[src/rtl/bcr_params.svh]
// Offsets, field positions and reset values of the boost configuration registers.
// Assumes inclusion by bare name from files under rtl/.
`ifndef BCR_PARAMS_SVH
`define BCR_PARAMS_SVH
// Offsets of switching_rate_sel_voltage_cfg, boost_drive_limit_cfg, boost_max_jump_cfg and the aux byte
`define BCR_OFS_FREQ_VOLT 8'ha6
`define BCR_OFS_DRIVE_LIM 8'ha7
`define BCR_OFS_MAX_JUMP 8'ha9
`define BCR_OFS_AUX 8'haa
`define BCR_RST_FREQ_VOLT 8'h00
`define BCR_RST_DRIVE_LIM 8'h00
`define BCR_RST_MAX_JUMP 8'h00
`define BCR_RST_AUX 8'h00
`define BCR_MASK_FREQ_VOLT 8'hff
`define BCR_MASK_DRIVE_LIM 8'h33
`define BCR_MASK_MAX_JUMP 8'hff
`define BCR_MASK_AUX 8'h08
`define BCR_BIT_ADAPTIVE 3
`define BCR_BIT_STAGE_C 5
`define BCR_BIT_STAGE_B 4
`define BCR_BIT_JUMP_EN 4
`endif

[src/rtl/bcr_pkg.sv]
// Types shared by the boost configuration register bank.
// Assumes nothing of its surroundings.
package bcr_pkg;
  typedef enum logic [1:0] {
    BCR_RATE_312K,
    BCR_RATE_625K,
    BCR_RATE_1250K,
    BCR_RATE_UNDEF
  } bcr_rate_type;
  typedef logic [7:0] bcr_byte_type;
endpackage : bcr_pkg

[src/rtl/bcr_reg_if.sv]
// Register write/read carrier between the top and the storage module.
// Assumes a single clock domain.
`timescale 1ns/100ps
`default_nettype none
interface bcr_reg_if;
  logic [3:0] wr_sel;
  logic [7:0] wr_data;
  logic [7:0] q [4];
  modport host (output wr_sel, output wr_data, input q);
  modport store (input wr_sel, input wr_data, output q);
endinterface : bcr_reg_if
`default_nettype wire

[src/rtl/bcr_reg_store.sv]
// Storage for the four configuration bytes, one generate entry each.
// Assumes one-hot write selects from the decoding top.
`timescale 1ns/100ps
`default_nettype none
`include "bcr_params.svh"
module bcr_reg_store
  import bcr_pkg::*;
(
  input wire logic clk,
  input wire logic reset,
  bcr_reg_if.store rif
);
  localparam bcr_byte_type RST [4] = '{`BCR_RST_FREQ_VOLT, `BCR_RST_DRIVE_LIM,
    `BCR_RST_MAX_JUMP, `BCR_RST_AUX};
  localparam bcr_byte_type MASK [4] = '{`BCR_MASK_FREQ_VOLT, `BCR_MASK_DRIVE_LIM,
    `BCR_MASK_MAX_JUMP, `BCR_MASK_AUX};
  genvar i;
  generate
    for (i = 0; i < 4; i++) begin : g_reg
      logic [7:0] val_ff;
      always_ff @(posedge clk or posedge reset) begin
        if (reset) begin
          val_ff <= RST[i];
        end else if (rif.wr_sel[i]) begin
          // Reserved bits are dropped so they always read back as zero
          val_ff <= rif.wr_data & MASK[i];
        end
      end
      assign rif.q[i] = val_ff;
    end
  endgenerate
endmodule : bcr_reg_store
`default_nettype wire

[src/rtl/bcr_top.sv]
// Boost converter and jump detection configuration register bank.
// Assumes a synchronous host port and an analogue converter reading the decoded outputs.
`timescale 1ns/100ps
`default_nettype none
`include "bcr_params.svh"
// Overview of operation
// - With the external rate-set enable low, the two-bit rate field picks 312, 625 or 1250 kHz.
// - A six-bit output voltage setting in bits 5:0 of the first register sets the boost voltage.
// - With adaptive control on, the voltage setting is both the floor and the start voltage.
// - Bits 5 and 4 each enable an extra gate-driver stage, setting drive strength and slew rate.
// - The current-limit field with the doubling bit picks the inductor current limit.
// - The ceiling field in bits 7:5 with the range bit selects the maximum boost voltage.
// - Bit 4 enables jump detection on the PWM input with a two-bit threshold field.
// - A two-bit jump voltage field picks 0.5, 1, 2 or 4 V.
// - The adaptive enable sits in bit 3 of a neighbouring register.
module bcr_top
  import bcr_pkg::*;
(
  input wire logic clk,
  input wire logic reset,
  input wire logic [7:0] addr,
  input wire logic [7:0] wdata,
  input wire logic wr_en,
  input wire logic rd_en,
  input wire logic external_rate_set_enable,
  input wire logic current_limit_doubling,
  input wire logic voltage_ceiling_range,
  output logic [7:0] rdata,
  output logic rate_ext_sel,
  output bcr_rate_type switching_rate_sel,
  output logic [5:0] output_voltage_setting,
  output logic adaptive_enable,
  output logic [5:0] voltage_floor,
  output logic gate_stage_c_enable,
  output logic gate_stage_b_enable,
  output logic [1:0] inductor_current_limit_sel,
  output logic limit_code_illegal,
  output logic [2:0] voltage_ceiling_sel,
  output logic ceiling_code_illegal,
  output logic jump_detect_enable,
  output logic [1:0] jump_threshold_sel,
  output logic [1:0] jump_voltage_sel
);
  bcr_reg_if rif ();
  logic [7:0] rdata_ff;
  logic rate_ext_ff;
  bcr_rate_type rate_ff;
  logic [5:0] volt_ff;
  logic adapt_ff;
  logic [5:0] floor_ff;
  logic stage_c_ff;
  logic stage_b_ff;
  logic [1:0] ilim_ff;
  logic ilim_bad_ff;
  logic [2:0] ceil_ff;
  logic ceil_bad_ff;
  logic jump_en_ff;
  logic [1:0] jump_th_ff;
  logic [1:0] jump_v_ff;
  logic [7:0] nxt_rdata;

  bcr_reg_store u_store (
    .clk(clk),
    .reset(reset),
    .rif(rif)
  );

  always_comb begin
    rif.wr_sel = 4'h0;
    rif.wr_data = wdata;
    if (wr_en) begin
      rif.wr_sel[0] = (addr == `BCR_OFS_FREQ_VOLT);
      rif.wr_sel[1] = (addr == `BCR_OFS_DRIVE_LIM);
      rif.wr_sel[2] = (addr == `BCR_OFS_MAX_JUMP);
      rif.wr_sel[3] = (addr == `BCR_OFS_AUX);
    end
  end

  // Unmapped addresses read as zero
  always_comb begin
    unique case (addr)
      `BCR_OFS_FREQ_VOLT: nxt_rdata = rif.q[0];
      `BCR_OFS_DRIVE_LIM: nxt_rdata = rif.q[1];
      `BCR_OFS_MAX_JUMP: nxt_rdata = rif.q[2];
      `BCR_OFS_AUX: nxt_rdata = rif.q[3];
      default: nxt_rdata = 8'h00;
    endcase
  end

  // Read data holds only in the cycle after the strobe
  always_ff @(posedge clk or posedge reset) begin
    if (reset) begin
      rdata_ff <= 8'h00;
    end else if (rd_en) begin
      rdata_ff <= nxt_rdata;
    end else begin
      rdata_ff <= 8'h00;
    end
  end

  // Rate field is passed on whatever the external resistor path; its enable is only registered beside it
  always_ff @(posedge clk or posedge reset) begin
    if (reset) begin
      rate_ext_ff <= 1'b0;
    end else begin
      rate_ext_ff <= external_rate_set_enable;
    end
  end

  always_ff @(posedge clk or posedge reset) begin
    if (reset) begin
      rate_ff <= BCR_RATE_312K;
    end else begin
      rate_ff <= bcr_rate_type'(rif.q[0][7:6]);
    end
  end

  always_ff @(posedge clk or posedge reset) begin
    if (reset) begin
      volt_ff <= 6'h00;
    end else begin
      volt_ff <= rif.q[0][5:0];
    end
  end

  always_ff @(posedge clk or posedge reset) begin
    if (reset) begin
      adapt_ff <= 1'b0;
    end else begin
      adapt_ff <= rif.q[3][`BCR_BIT_ADAPTIVE];
    end
  end

  // In fixed mode no floor applies, so it reads zero
  always_ff @(posedge clk or posedge reset) begin
    if (reset) begin
      floor_ff <= 6'h00;
    end else begin
      floor_ff <= rif.q[3][`BCR_BIT_ADAPTIVE] ? rif.q[0][5:0] : 6'h00;
    end
  end

  always_ff @(posedge clk or posedge reset) begin
    if (reset) begin
      stage_c_ff <= 1'b0;
    end else begin
      stage_c_ff <= rif.q[1][`BCR_BIT_STAGE_C];
    end
  end

  always_ff @(posedge clk or posedge reset) begin
    if (reset) begin
      stage_b_ff <= 1'b0;
    end else begin
      stage_b_ff <= rif.q[1][`BCR_BIT_STAGE_B];
    end
  end

  always_ff @(posedge clk or posedge reset) begin
    if (reset) begin
      ilim_ff <= 2'h0;
    end else begin
      ilim_ff <= rif.q[1][1:0];
    end
  end

  // Flagged, not corrected: the converter decides how to clamp
  always_ff @(posedge clk or posedge reset) begin
    if (reset) begin
      ilim_bad_ff <= 1'b0;
    end else begin
      ilim_bad_ff <= current_limit_doubling && (rif.q[1][1:0] == 2'h3);
    end
  end

  always_ff @(posedge clk or posedge reset) begin
    if (reset) begin
      ceil_ff <= 3'h0;
    end else begin
      ceil_ff <= rif.q[2][7:5];
    end
  end

  // Codes below 010 have no ceiling at all, so they are flagged in both ranges
  always_ff @(posedge clk or posedge reset) begin
    if (reset) begin
      ceil_bad_ff <= 1'b0;
    end else begin
      ceil_bad_ff <= (rif.q[2][7] == 1'b0)
        && !(voltage_ceiling_range && (rif.q[2][6] == 1'b1));
    end
  end

  always_ff @(posedge clk or posedge reset) begin
    if (reset) begin
      jump_en_ff <= 1'b0;
    end else begin
      jump_en_ff <= rif.q[2][`BCR_BIT_JUMP_EN];
    end
  end

  always_ff @(posedge clk or posedge reset) begin
    if (reset) begin
      jump_th_ff <= 2'h0;
    end else begin
      jump_th_ff <= rif.q[2][3:2];
    end
  end

  always_ff @(posedge clk or posedge reset) begin
    if (reset) begin
      jump_v_ff <= 2'h0;
    end else begin
      jump_v_ff <= rif.q[2][1:0];
    end
  end

  assign rdata = rdata_ff;
  assign rate_ext_sel = rate_ext_ff;
  assign switching_rate_sel = rate_ff;
  assign output_voltage_setting = volt_ff;
  assign adaptive_enable = adapt_ff;
  assign voltage_floor = floor_ff;
  assign gate_stage_c_enable = stage_c_ff;
  assign gate_stage_b_enable = stage_b_ff;
  assign inductor_current_limit_sel = ilim_ff;
  assign limit_code_illegal = ilim_bad_ff;
  assign voltage_ceiling_sel = ceil_ff;
  assign ceiling_code_illegal = ceil_bad_ff;
  assign jump_detect_enable = jump_en_ff;
  assign jump_threshold_sel = jump_th_ff;
  assign jump_voltage_sel = jump_v_ff;
endmodule : bcr_top
`default_nettype wire

[config.mk]
export PLATFORM = sky130hd
export DESIGN_NAME = bcr_top
export DESIGN_NICKNAME = d
export VERILOG_FILES = /design/src/rtl/bcr_pkg.sv /design/src/rtl/bcr_reg_if.sv /design/src/rtl/bcr_reg_store.sv /design/src/rtl/bcr_top.sv
export VERILOG_INCLUDE_DIRS = /design/src /design/src/rtl
export SDC_FILE = /design/constraint.sdc
export NUM_CORES = 1
export LEC_CHECK = 0
export BUFFER_PORTS_ARGS = -buffer_cell sky130_fd_sc_hd__buf_2
export CAP_MARGIN = 5
export CELL_PAD_IN_SITES_DETAIL_PLACEMENT = 1
export CELL_PAD_IN_SITES_GLOBAL_PLACEMENT = 1
export CORE_MARGIN = 3
export CORE_UTILIZATION = 44
export DETAILED_ROUTE_END_ITERATION = 16
export HOLD_SLACK_MARGIN = 0.12
export PLACE_DENSITY = 0.89
export SETUP_SLACK_MARGIN = 0.3
export SYNTH_ARGS = -nofsm -noshare
export SYNTH_HDL_FRONTEND = slang
export SYNTH_SLANG_ARGS = --single-unit
[constraint.sdc]
create_clock -name clk -period 5.4 [get_ports clk]
set_input_delay 0.81 -clock clk [delete_from_list [all_inputs] [get_ports clk]]
set_output_delay 0.81 -clock clk [all_outputs]
set_load 0.03 [all_outputs]
==> run summary, run 1 <==
Status: finished clean
Combinational group share of total power: 0.071
Max incr delay on CP: 590 ps
Peak fanout along the critical path: 16
Gr usage total: 0.204
Slew Limit Fails: 0
Distinct cells, synth: 19
Initial antenna violation count: 0
CTS Sinks: 59
P_leak: 1.41 nW
Critical Path AT: 2160 ps
Syn Area/Cell: 16.1 µm²
Final ANT Viol Nets: 0
Wire per inst: 20.0 µm
Final Hold Fails: 0
CTS Hold Buffers Added: 0
Fin crit share: 0.363
Diode count: 0
Clock power frac: 0.399
Postcts setup bufs: 0
Hold WC Path Type: reg2reg
Setup repair after global routing missed its margin: no
Grt total ovfl: 0
Worst-margin pin slew: 501 ps
Starting Density: 0.470
Crit path kind: in2reg
Drc violations: 0
Placed Area: 2440 µm²
Worst setup SP type: primary input
Int Power: 0.679 mW
Register bit total from synthesis: 59
First-pass GRT wire length: 7930 µm
R2r setup slk: 4170 ps
Vias/cell: 5.40
Seq/Total Area, Yosys: 0.702
Root Buffer: clkbuf_8
Vias post-DR: 1376
Starting DRT DRC Count: 98
CORE AREA: 4470 µm²
Final min period: 1960 ps
Worst Clk Skew: 6.13 ps
Syn nets: 154
CTS tree: built
Detail Placement HPWL: 3620 µm
Die height: 75.2 µm
Placer congestion estimate: 0.818
DIE WIDTH: 75.2 µm
PD cells: 338 nW/µm²
Die area: 5650 µm²
IO Port Bufs: 60
Total iterations of the first detailed-routing run: 4
Switching share of power: 0.233
Area Overhead vs Synth: 24.4%
Largest net degree at the start of global routing: 42
Layout cell share with drive strength beyond 1: 0.507
Post-route setup TNS: 0 ps
Warnings from Yosys: 0
Flop pwr share: 0.530
Vias in the first global route: 1529
Cells after Synth: 131
CTS buffer count: 9
CP max stage cell: and4bb_2
Finished Cell Area: 2620 µm²
H-tree depth: 3
Final nets: 222
MaxCap Viol Count: 0
Max clock buf depth: 2
Setup-failing EPs final: 0
Worst slew margin: 0.666
Net Switching: 0.207 mW
Crit-path cells: buf_2 > and4bb_2 > nand3_1 > mux2_2
Boundary pin count: 61
VDD IR max: 0.164 mV
Critical Path RT: 5610 ps
Post-CTS sizing: 0
Site row count: 24
Final WL: 5100 µm
Worst skew pair latency: 330 ps
Post-Syn Area: 2100 µm²
Max Clk Rate: 511 MHz
Clock transition at the registers of the reported paths: 60 ps
Crit. End Element: flip-flop
==> area by class of cell <==
cell class | instances | area (µm²)
clock buffer | 13 | 169
fill | 456 | 1860
sequential | 59 | 1480
timing repair buffer | 61 | 308
tap | 52 | 65.1
multi-input combinational | 66 | 582
clock inverter | 2 | 10.0
inverter | 2 | 7.51
==> worst max-delay path: cells and delay by family <==
kind	cells	cell delay (ps)
muxes	1	350
buffers and inverters	1	100
and+or+nand+nor	2	890
==> flip-flops by register name (all words and copies together), names as in the netlist <==
name and cells:
ceiling_code_illegal 1, gate_stage_c_enable 1, u_store.g.val_ff 21, rate_ext_sel 1, gate_stage_b_enable 1, voltage_ceiling_sel 3, adaptive_enable 1, jump_voltage_sel 2
jump_detect_enable 1, output_voltage_setting 6, inductor_current_limit_sel 2, jump_threshold_sel 2, voltage_floor 6, limit_code_illegal 1, switching_rate_sel 2, rdata 8
==> metrics by stage <==
stage | worst slack [ps] | utilization | hold WS [ps] | power, mW | instances
floorplan | 3130 | - | 368 | 0.511 | 131
global placement | 3210 | 0.545 | 395 | 0.536 | 240
detailed placement | 3130 | 0.545 | 398 | 0.541 | 240
CTS | 3480 | 0.585 | 413 | 0.896 | 255
global route | 3400 | 0.585 | 422 | 0.922 | 255
finish | 3440 | 0.585 | 415 | 0.885 | 255
==> cell usage after synthesis <==
library cell,instances,area (µm²)
dfrtp_1,59,1480
mux2_2,19,214
nand3_1,13,65.1
a21oi_1,9,45.0
and2_1,6,37.5
a22oi_1,4,30.0
and4bb_2,3,37.5
buf_6,3,33.8
inv_1,2,7.51
mux2_4,2,30.0
nand3_4,2,35.0
nand3b_1,2,15.0
a211o_1,1,8.76
and3_1,1,6.26
and3b_1,1,8.76
and4b_1,1,10.0
and4bb_1,1,12.5
buf_2,1,5.00
o311ai_4,1,26.3
==> power by group through the flow <==
stage | Sequential [mW] | Combinational [mW] | Clock (mW)
3_5_place_dp | 0.477 | 0.0637 | 0
5_1_grt | 0.471 | 0.0687 | 0.382
4_1_cts | 0.469 | 0.0642 | 0.362
6_report | 0.469 | 0.0633 | 0.353
3_3_place_gp | 0.475 | 0.0609 | 0
2_1_floorplan | 0.490 | 0.0208 | 0
==> kinds of logic after synthesis <==
kind of cell / Yosys count / share of synthesized area
flip-flops: 59 / 0.702
AO/OA/AOI/OAI: 15 / 0.0523
multiplexers: 21 / 0.116
buffers and inverters: 6 / 0.0220
AND/OR/NAND/NOR: 30 / 0.108
==> path summary, 6_finish.rpt <==
kind                                                   startpoint                                endpoint  cells after the start
setup / recovery                                          addr[6]  u_store.g_reg[1].val_ff[4]$_DFFE_PP0P_                      4
hold / removal             u_store.g_reg[2].val_ff[1]$_DFFE_PP0P_           jump_voltage_sel[1]$_DFF_PP0_                      0
setup reg to reg           u_store.g_reg[3].val_ff[3]$_DFFE_PP0P_                      rdata[3]$_DFF_PP0_                      3
hold reg to reg            u_store.g_reg[2].val_ff[1]$_DFFE_PP0P_           jump_voltage_sel[1]$_DFF_PP0_                      0
max in group asynchronous                                   reset           jump_voltage_sel[0]$_DFF_PP0_                      3
min in group asynchronous                                   reset              voltage_floor[2]$_DFF_PP0_                      2
==> routing by layer <==
| metal | vias up | global-route usage | wire (µm) |
|---|---|---|---|
| li1 | 605 | - | - |
| met3 | 12 | 0.0641 | 255 |
| met2 | 49 | 0.334 | 2760 |
| met4 | 0 | 0.122 | 134 |
| met1 | 710 | 0.235 | 1950 |
| met5 | - | 0 | 0 |
==> cell usage in the layout (no fill, tap or decap) <==
cell type,Yosys,final
a21oi_1,9,9
buf_2,1,60
nand3_1,13,13
inv_2,0,1
and3_1,1,1
and3b_1,1,1
clkbuf_8,0,12
inv_1,2,1
mux2_4,2,2
nand3_4,2,2
and4b_1,1,1
a22oi_1,4,4
clkinv_2,0,2
mux2_2,19,19
a211o_1,1,1
and2_1,6,6
o311ai_4,1,1
buf_4,0,1
dfrtp_1,59,59
and4bb_2,3,3
clkbuf_1,0,1
and4bb_1,1,1
nand3b_1,2,2
Note: power is estimated with default switching activity, not from simulation.
==> run 2, diff against run 1 <==
- CORE_UTILIZATION: 44 -> 41
- PLACE_DENSITY: 0.89 -> 0.84
- clock period: 5.4 -> 1.84 ns (I/O delays scaled with it)
==> run 2 against run 1 <==
  * First-iteration DRC count shrank 38%
  * Count of clock-buffer cells in the layout fell by 2
  * Worst hold slack worse by 210 ps
  * Largest cell class unchanged
==> run summary, run 2 (synthesis gave the netlist of run 1 again) <==
IO Port Bufs: 60
R2r setup slk: 670 ps
Worst skew pair latency: 330 ps
Most frequent cells in the layout: 60 x buf_2, 59 x dfrtp_1, 19 x mux2_2, 13 x nand3_1, 10 x clkbuf_8
Worst Clk Skew: 5.37 ps
Final nets: 228
Worst-margin pin slew: 538 ps
Clock transition at the registers of the reported paths: 60 ps
Layout cell share with drive strength beyond 1: 0.510
Flop pwr share: 0.508
Vias/cell: 4.94
CTS tree: built
Drc violations: 0
Root Buffer: clkbuf_8
Hold EP: u_store.g_reg[2].val_ff[6]$_DFFE_PP0P_
Finished Cell Area: 2720 µm²
PD cells: 994 nW/µm²
Vias post-DR: 1369
Worst slack, placed: 286 ps
Peak fanout along the critical path: 9
Switching share of power: 0.235
Final Core Density: 0.561
Detail Placement HPWL: 3440 µm
Max clock buf depth: 2
Max FFs per register: 21
Placer congestion estimate: 0.751
Worst setup SP type: primary input
Net Switching: 0.634 mW
Commonest non-fill, non-tap cell in the layout: buf_2
Worst flop-to-flop path startpoint: u_store.g_reg[3].val_ff[3]$_DFFE_PP0P_
Worst hold start: wdata[6]
Gr usage total: 0.174
Area Overhead vs Synth: 29.3%
Die area: 6030 µm²
Hold WC Path Type: in2reg
Clock power frac: 0.420
Site row count: 25
MaxCap Viol Count: 0
Crit path kind: in2reg
Total Power: 2.70 mW
CTS Hold Buffers Added: 3
Setup-failing EPs final: 0
Postcts setup bufs: 0
Hold Path Stages: 2
CORE AREA: 4850 µm²
Critical Path RT: 2080 ps
Combinational group share of total power: 0.072
First-pass GRT wire length: 7870 µm
Initial antenna violation count: 0
CTS buffer count: 9
FF-to-FF End: rdata[3]$_DFF_PP0_
Fin cells: 277
Grt total ovfl: 0
Worst slew margin: 0.641
Starting DRT DRC Count: 61
Setup repair after global routing missed its margin: no
Boundary pin count: 61
Hold slack final: 201 ps
VDD IR max: 0.493 mV
Diode count: 0
Placed Area: 2500 µm²
Slew Limit Fails: 0
Final Hold Fails: 0
DIE WIDTH: 77.6 µm
CTS Sinks: 59
Post-route setup TNS: 0 ps
Total iterations of the first detailed-routing run: 4
Fin crit share: 0.661
Int Power: 2.07 mW
Final ANT Viol Nets: 0
Max Clk Rate: 823 MHz
Starting Density: 0.434
Placed insts: 258
Final min period: 1220 ps
Wire per inst: 17.1 µm
Final WL: 4750 µm
Die height: 77.6 µm
Status: finished clean
Critical Path AT: 1450 ps
Crit. End Element: flip-flop
Vias in the first global route: 1505
Final worst slack: 624 ps
Worst r2r path cells: 3
H-tree depth: 3
Largest net degree at the start of global routing: 37
Post-CTS sizing: 0
P_leak: 1.44 nW
Largest Register: u_store.g.val_ff
run 2: cell type report:
class | count | area, µm²
clock buffers | 11 | 141
clock inverters | 5 | 52.6
fillers | 518 | 2130
inverters | 2 | 11.3
multi-input cells | 66 | 582
flip-flops and latches | 59 | 1480
well taps | 67 | 83.8
repair buffers | 67 | 373
run 2: worst max-delay path by stage:
stage | to | slack [ps] | depth (start not counted) | start
global placement | u_store.g_reg[3].val_ff[3]$_DFFE_PP0P_ | 340 | 5 | addr[6]
global route | rdata[7]$_DFF_PP0_ | 560 | 5 | addr[6]
CTS | rdata[7]$_DFF_PP0_ | 630 | 5 | addr[6]
floorplan | u_store.g_reg[1].val_ff[0]$_DFFE_PP0P_ | 590 | 4 | addr[6]
detailed placement | rdata[7]$_DFF_PP0_ | 290 | 5 | addr[6]
finish | rdata[7]$_DFF_PP0_ | 620 | 5 | addr[6]
run 2: per-layer routing:
layer  share of wire  GRT usage  routed length (µm)  vias to the layer above
met5               0          0                   0                        -
met4           0.018     0.0747                  87                        0
met3           0.055     0.0499                 260                       11
met2            0.51      0.277                2420                       44
met1            0.42      0.224                1990                      698
li1                -          -                   -                      616
run 2: critical path: stages:
cell      delay, ps
buf_2            90
and4bb_2        460
buf_4           230
o311ai_4        180
a21oi_1         210
run 2: power groups by stage:
stage / registers (mW) / logic, mW / clock network, mW
final: 1.37 / 0.195 / 1.13
after global routing: 1.38 / 0.212 / 1.23
after CTS: 1.37 / 0.199 / 1.17
after detailed placement: 1.40 / 0.193 / 0
after global placement: 1.40 / 0.186 / 0
after floorplan: 1.44 / 0.0614 / 0
==> run 3, diff against run 2 <==
- clock period: 1.84 -> 1.2 ns (I/O delays scaled with it)
==> run 3 against run 2 <==
  * First-iteration DRC count up 16%
  * Critical endpoint is now jump_detect_enable
  * Count of clock-buffer cells in the layout up 2
  * Clock power up 99%
  * Largest power group is now the clock network
  * Power up 80%
  * Via count up 18%
  * Global-route usage up 8.0 points
  * Non-clock buffer count up 32
  * Core utilization up 16 points
  * Die area unchanged
  * Largest cell class unchanged
==> run summary, run 3 (synthesis gave the netlist of run 1 again) <==
Buf+Inv Stages, Crit Path: 1
P_leak: 1.67 nW
Placed insts: 271
Layout cell share with drive strength beyond 1: 0.645
Worst slew margin: 0.750
Worst skew pair latency: 350 ps
Slew Limit Fails: 0
Boundary pin count: 61
Final worst slack: 125 ps
Placer congestion estimate: 0.758
Max clock buf depth: 2
Worst setup SP type: flip-flop
MaxCap Viol Count: 0
CTS tree: built
Peak fanout along the critical path: 1
Diode count: 0
CORE AREA: 4850 µm²
Crit path kind: reg2out
Root Buffer: clkbuf_8
IO Port Bufs: 60
Crit-path cells: buf_6
Site row count: 25
Largest Register: u_store.g.val_ff
Worst Clk Skew: 8.31 ps
Max incr delay on CP: 400 ps
Final min period: 1080 ps
Vias in the first global route: 1860
Final Hold Fails: 0
Max Clk Rate: 930 MHz
Final nets: 260
Die height: 77.6 µm
Final ANT Viol Nets: 0
CTS buffer count: 9
Drc violations: 0
Area occupied by multi-input gates: 713 µm²
Detail Placement HPWL: 3600 µm
Vias post-DR: 1611
Finished Cell Area: 3480 µm²
Grt total ovfl: 0
Area Overhead vs Synth: 65.5%
CP max stage cell: dfrtp_1
H-tree depth: 3
Fin crit share: 0.896
Starting Density: 0.434
Most frequent cells in the layout: 59 x dfrtp_1, 49 x buf_6, 18 x mux2_2, 18 x buf_4, 17 x buf_2
Worst-margin pin slew: 374 ps
Worst slack, placed: -244 ps
Vias/cell: 5.21
Critical Path AT: 900 ps
Top cell family by delay on the critical path: flip-flops
Total Power: 4.86 mW
Largest net degree at the start of global routing: 34
Placed Area: 2600 µm²
CTS Sinks: 59
VDD IR max: 1.08 mV
Fill count: 413
Final WL: 7690 µm
Status: finished clean
DIE WIDTH: 77.6 µm
Post-route setup TNS: 0 ps
Fin cells: 309
Initial antenna violation count: 0
Clock transition at the registers of the reported paths: 70 ps
Commonest non-fill, non-tap cell in the layout: dfrtp_1
Setup-failing EPs final: 0
PD cells: 1390 nW/µm²
Total iterations of the first detailed-routing run: 4
Sequential cell area: 1480 µm²
Critical Path RT: 1020 ps
Setup repair after global routing missed its margin: yes
Hold WC Path Type: in2reg
Crit. End Element: primary output
First-pass GRT wire length: 11000 µm
Die area: 6030 µm²
Wire per inst: 24.9 µm
Gr usage total: 0.255
Max FFs per register: 21
Starting DRT DRC Count: 71
run 3: power by group:
group	internal, mW	total (mW)	switching, mW
sequential	2.06	2.13	0.0683
combinational	0.234	0.477	0.244
clock	1.40	2.25	0.857
total	3.69	4.86	1.17
run 3: layer usage:
layer | part of all wire | wire length [µm] | global-route usage | vias to the layer above
li1 | - | - | - | 686
met1 | 0.39 | 3030 | 0.297 | 837
met2 | 0.52 | 4040 | 0.433 | 64
met3 | 0.046 | 356 | 0.0777 | 24
met4 | 0.035 | 269 | 0.107 | 0
met5 | 0 | 0 | 0 | -
run 3: what timing repair did:
item	in CTS	in global routing
gates resized for setup	110	16
setup buffers	6	5
setup endpoints to repair	67	107
pin swaps	14	8
endpoints found under the hold margin	29	0
hold buffers	11	0
run 3: final timing paths:
path,startpoint,to,slack (ps),depth (start not counted)
setup reg to reg,u_store.g_reg[2].val_ff[3]$_DFFE_PP0P_,rdata[3]$_DFF_PP0_,140,3
min in group asynchronous,reset,voltage_ceiling_sel[2]$_DFF_PP0_,450,4
setup / recovery,jump_detect_enable$_DFF_PP0_,jump_detect_enable,120,1
hold / removal,wdata[0],u_store.g_reg[0].val_ff[0]$_DFFE_PP0P_,120,2
hold reg to reg,u_store.g_reg[2].val_ff[1]$_DFFE_PP0P_,jump_voltage_sel[1]$_DFF_PP0_,450,0
max in group asynchronous,reset,jump_threshold_sel[1]$_DFF_PP0_,510,4
run 3: area by class of cell:
type / count / area share
well taps: 67 / 0.0241
repair buffers: 99 / 0.273
multi-input cells: 66 / 0.205
flip-flops and latches: 59 / 0.424
clock inverters: 3 / 0.0194
clock buffers: 13 / 0.0514
inverters: 2 / 0.00323
run 3: stage by stage:
stage	util	hold WS, ps
after floorplan	-	211
after global placement	0.536	171
after detailed placement	0.536	173
after CTS	0.695	121
after global routing	0.718	123
final	0.718	121
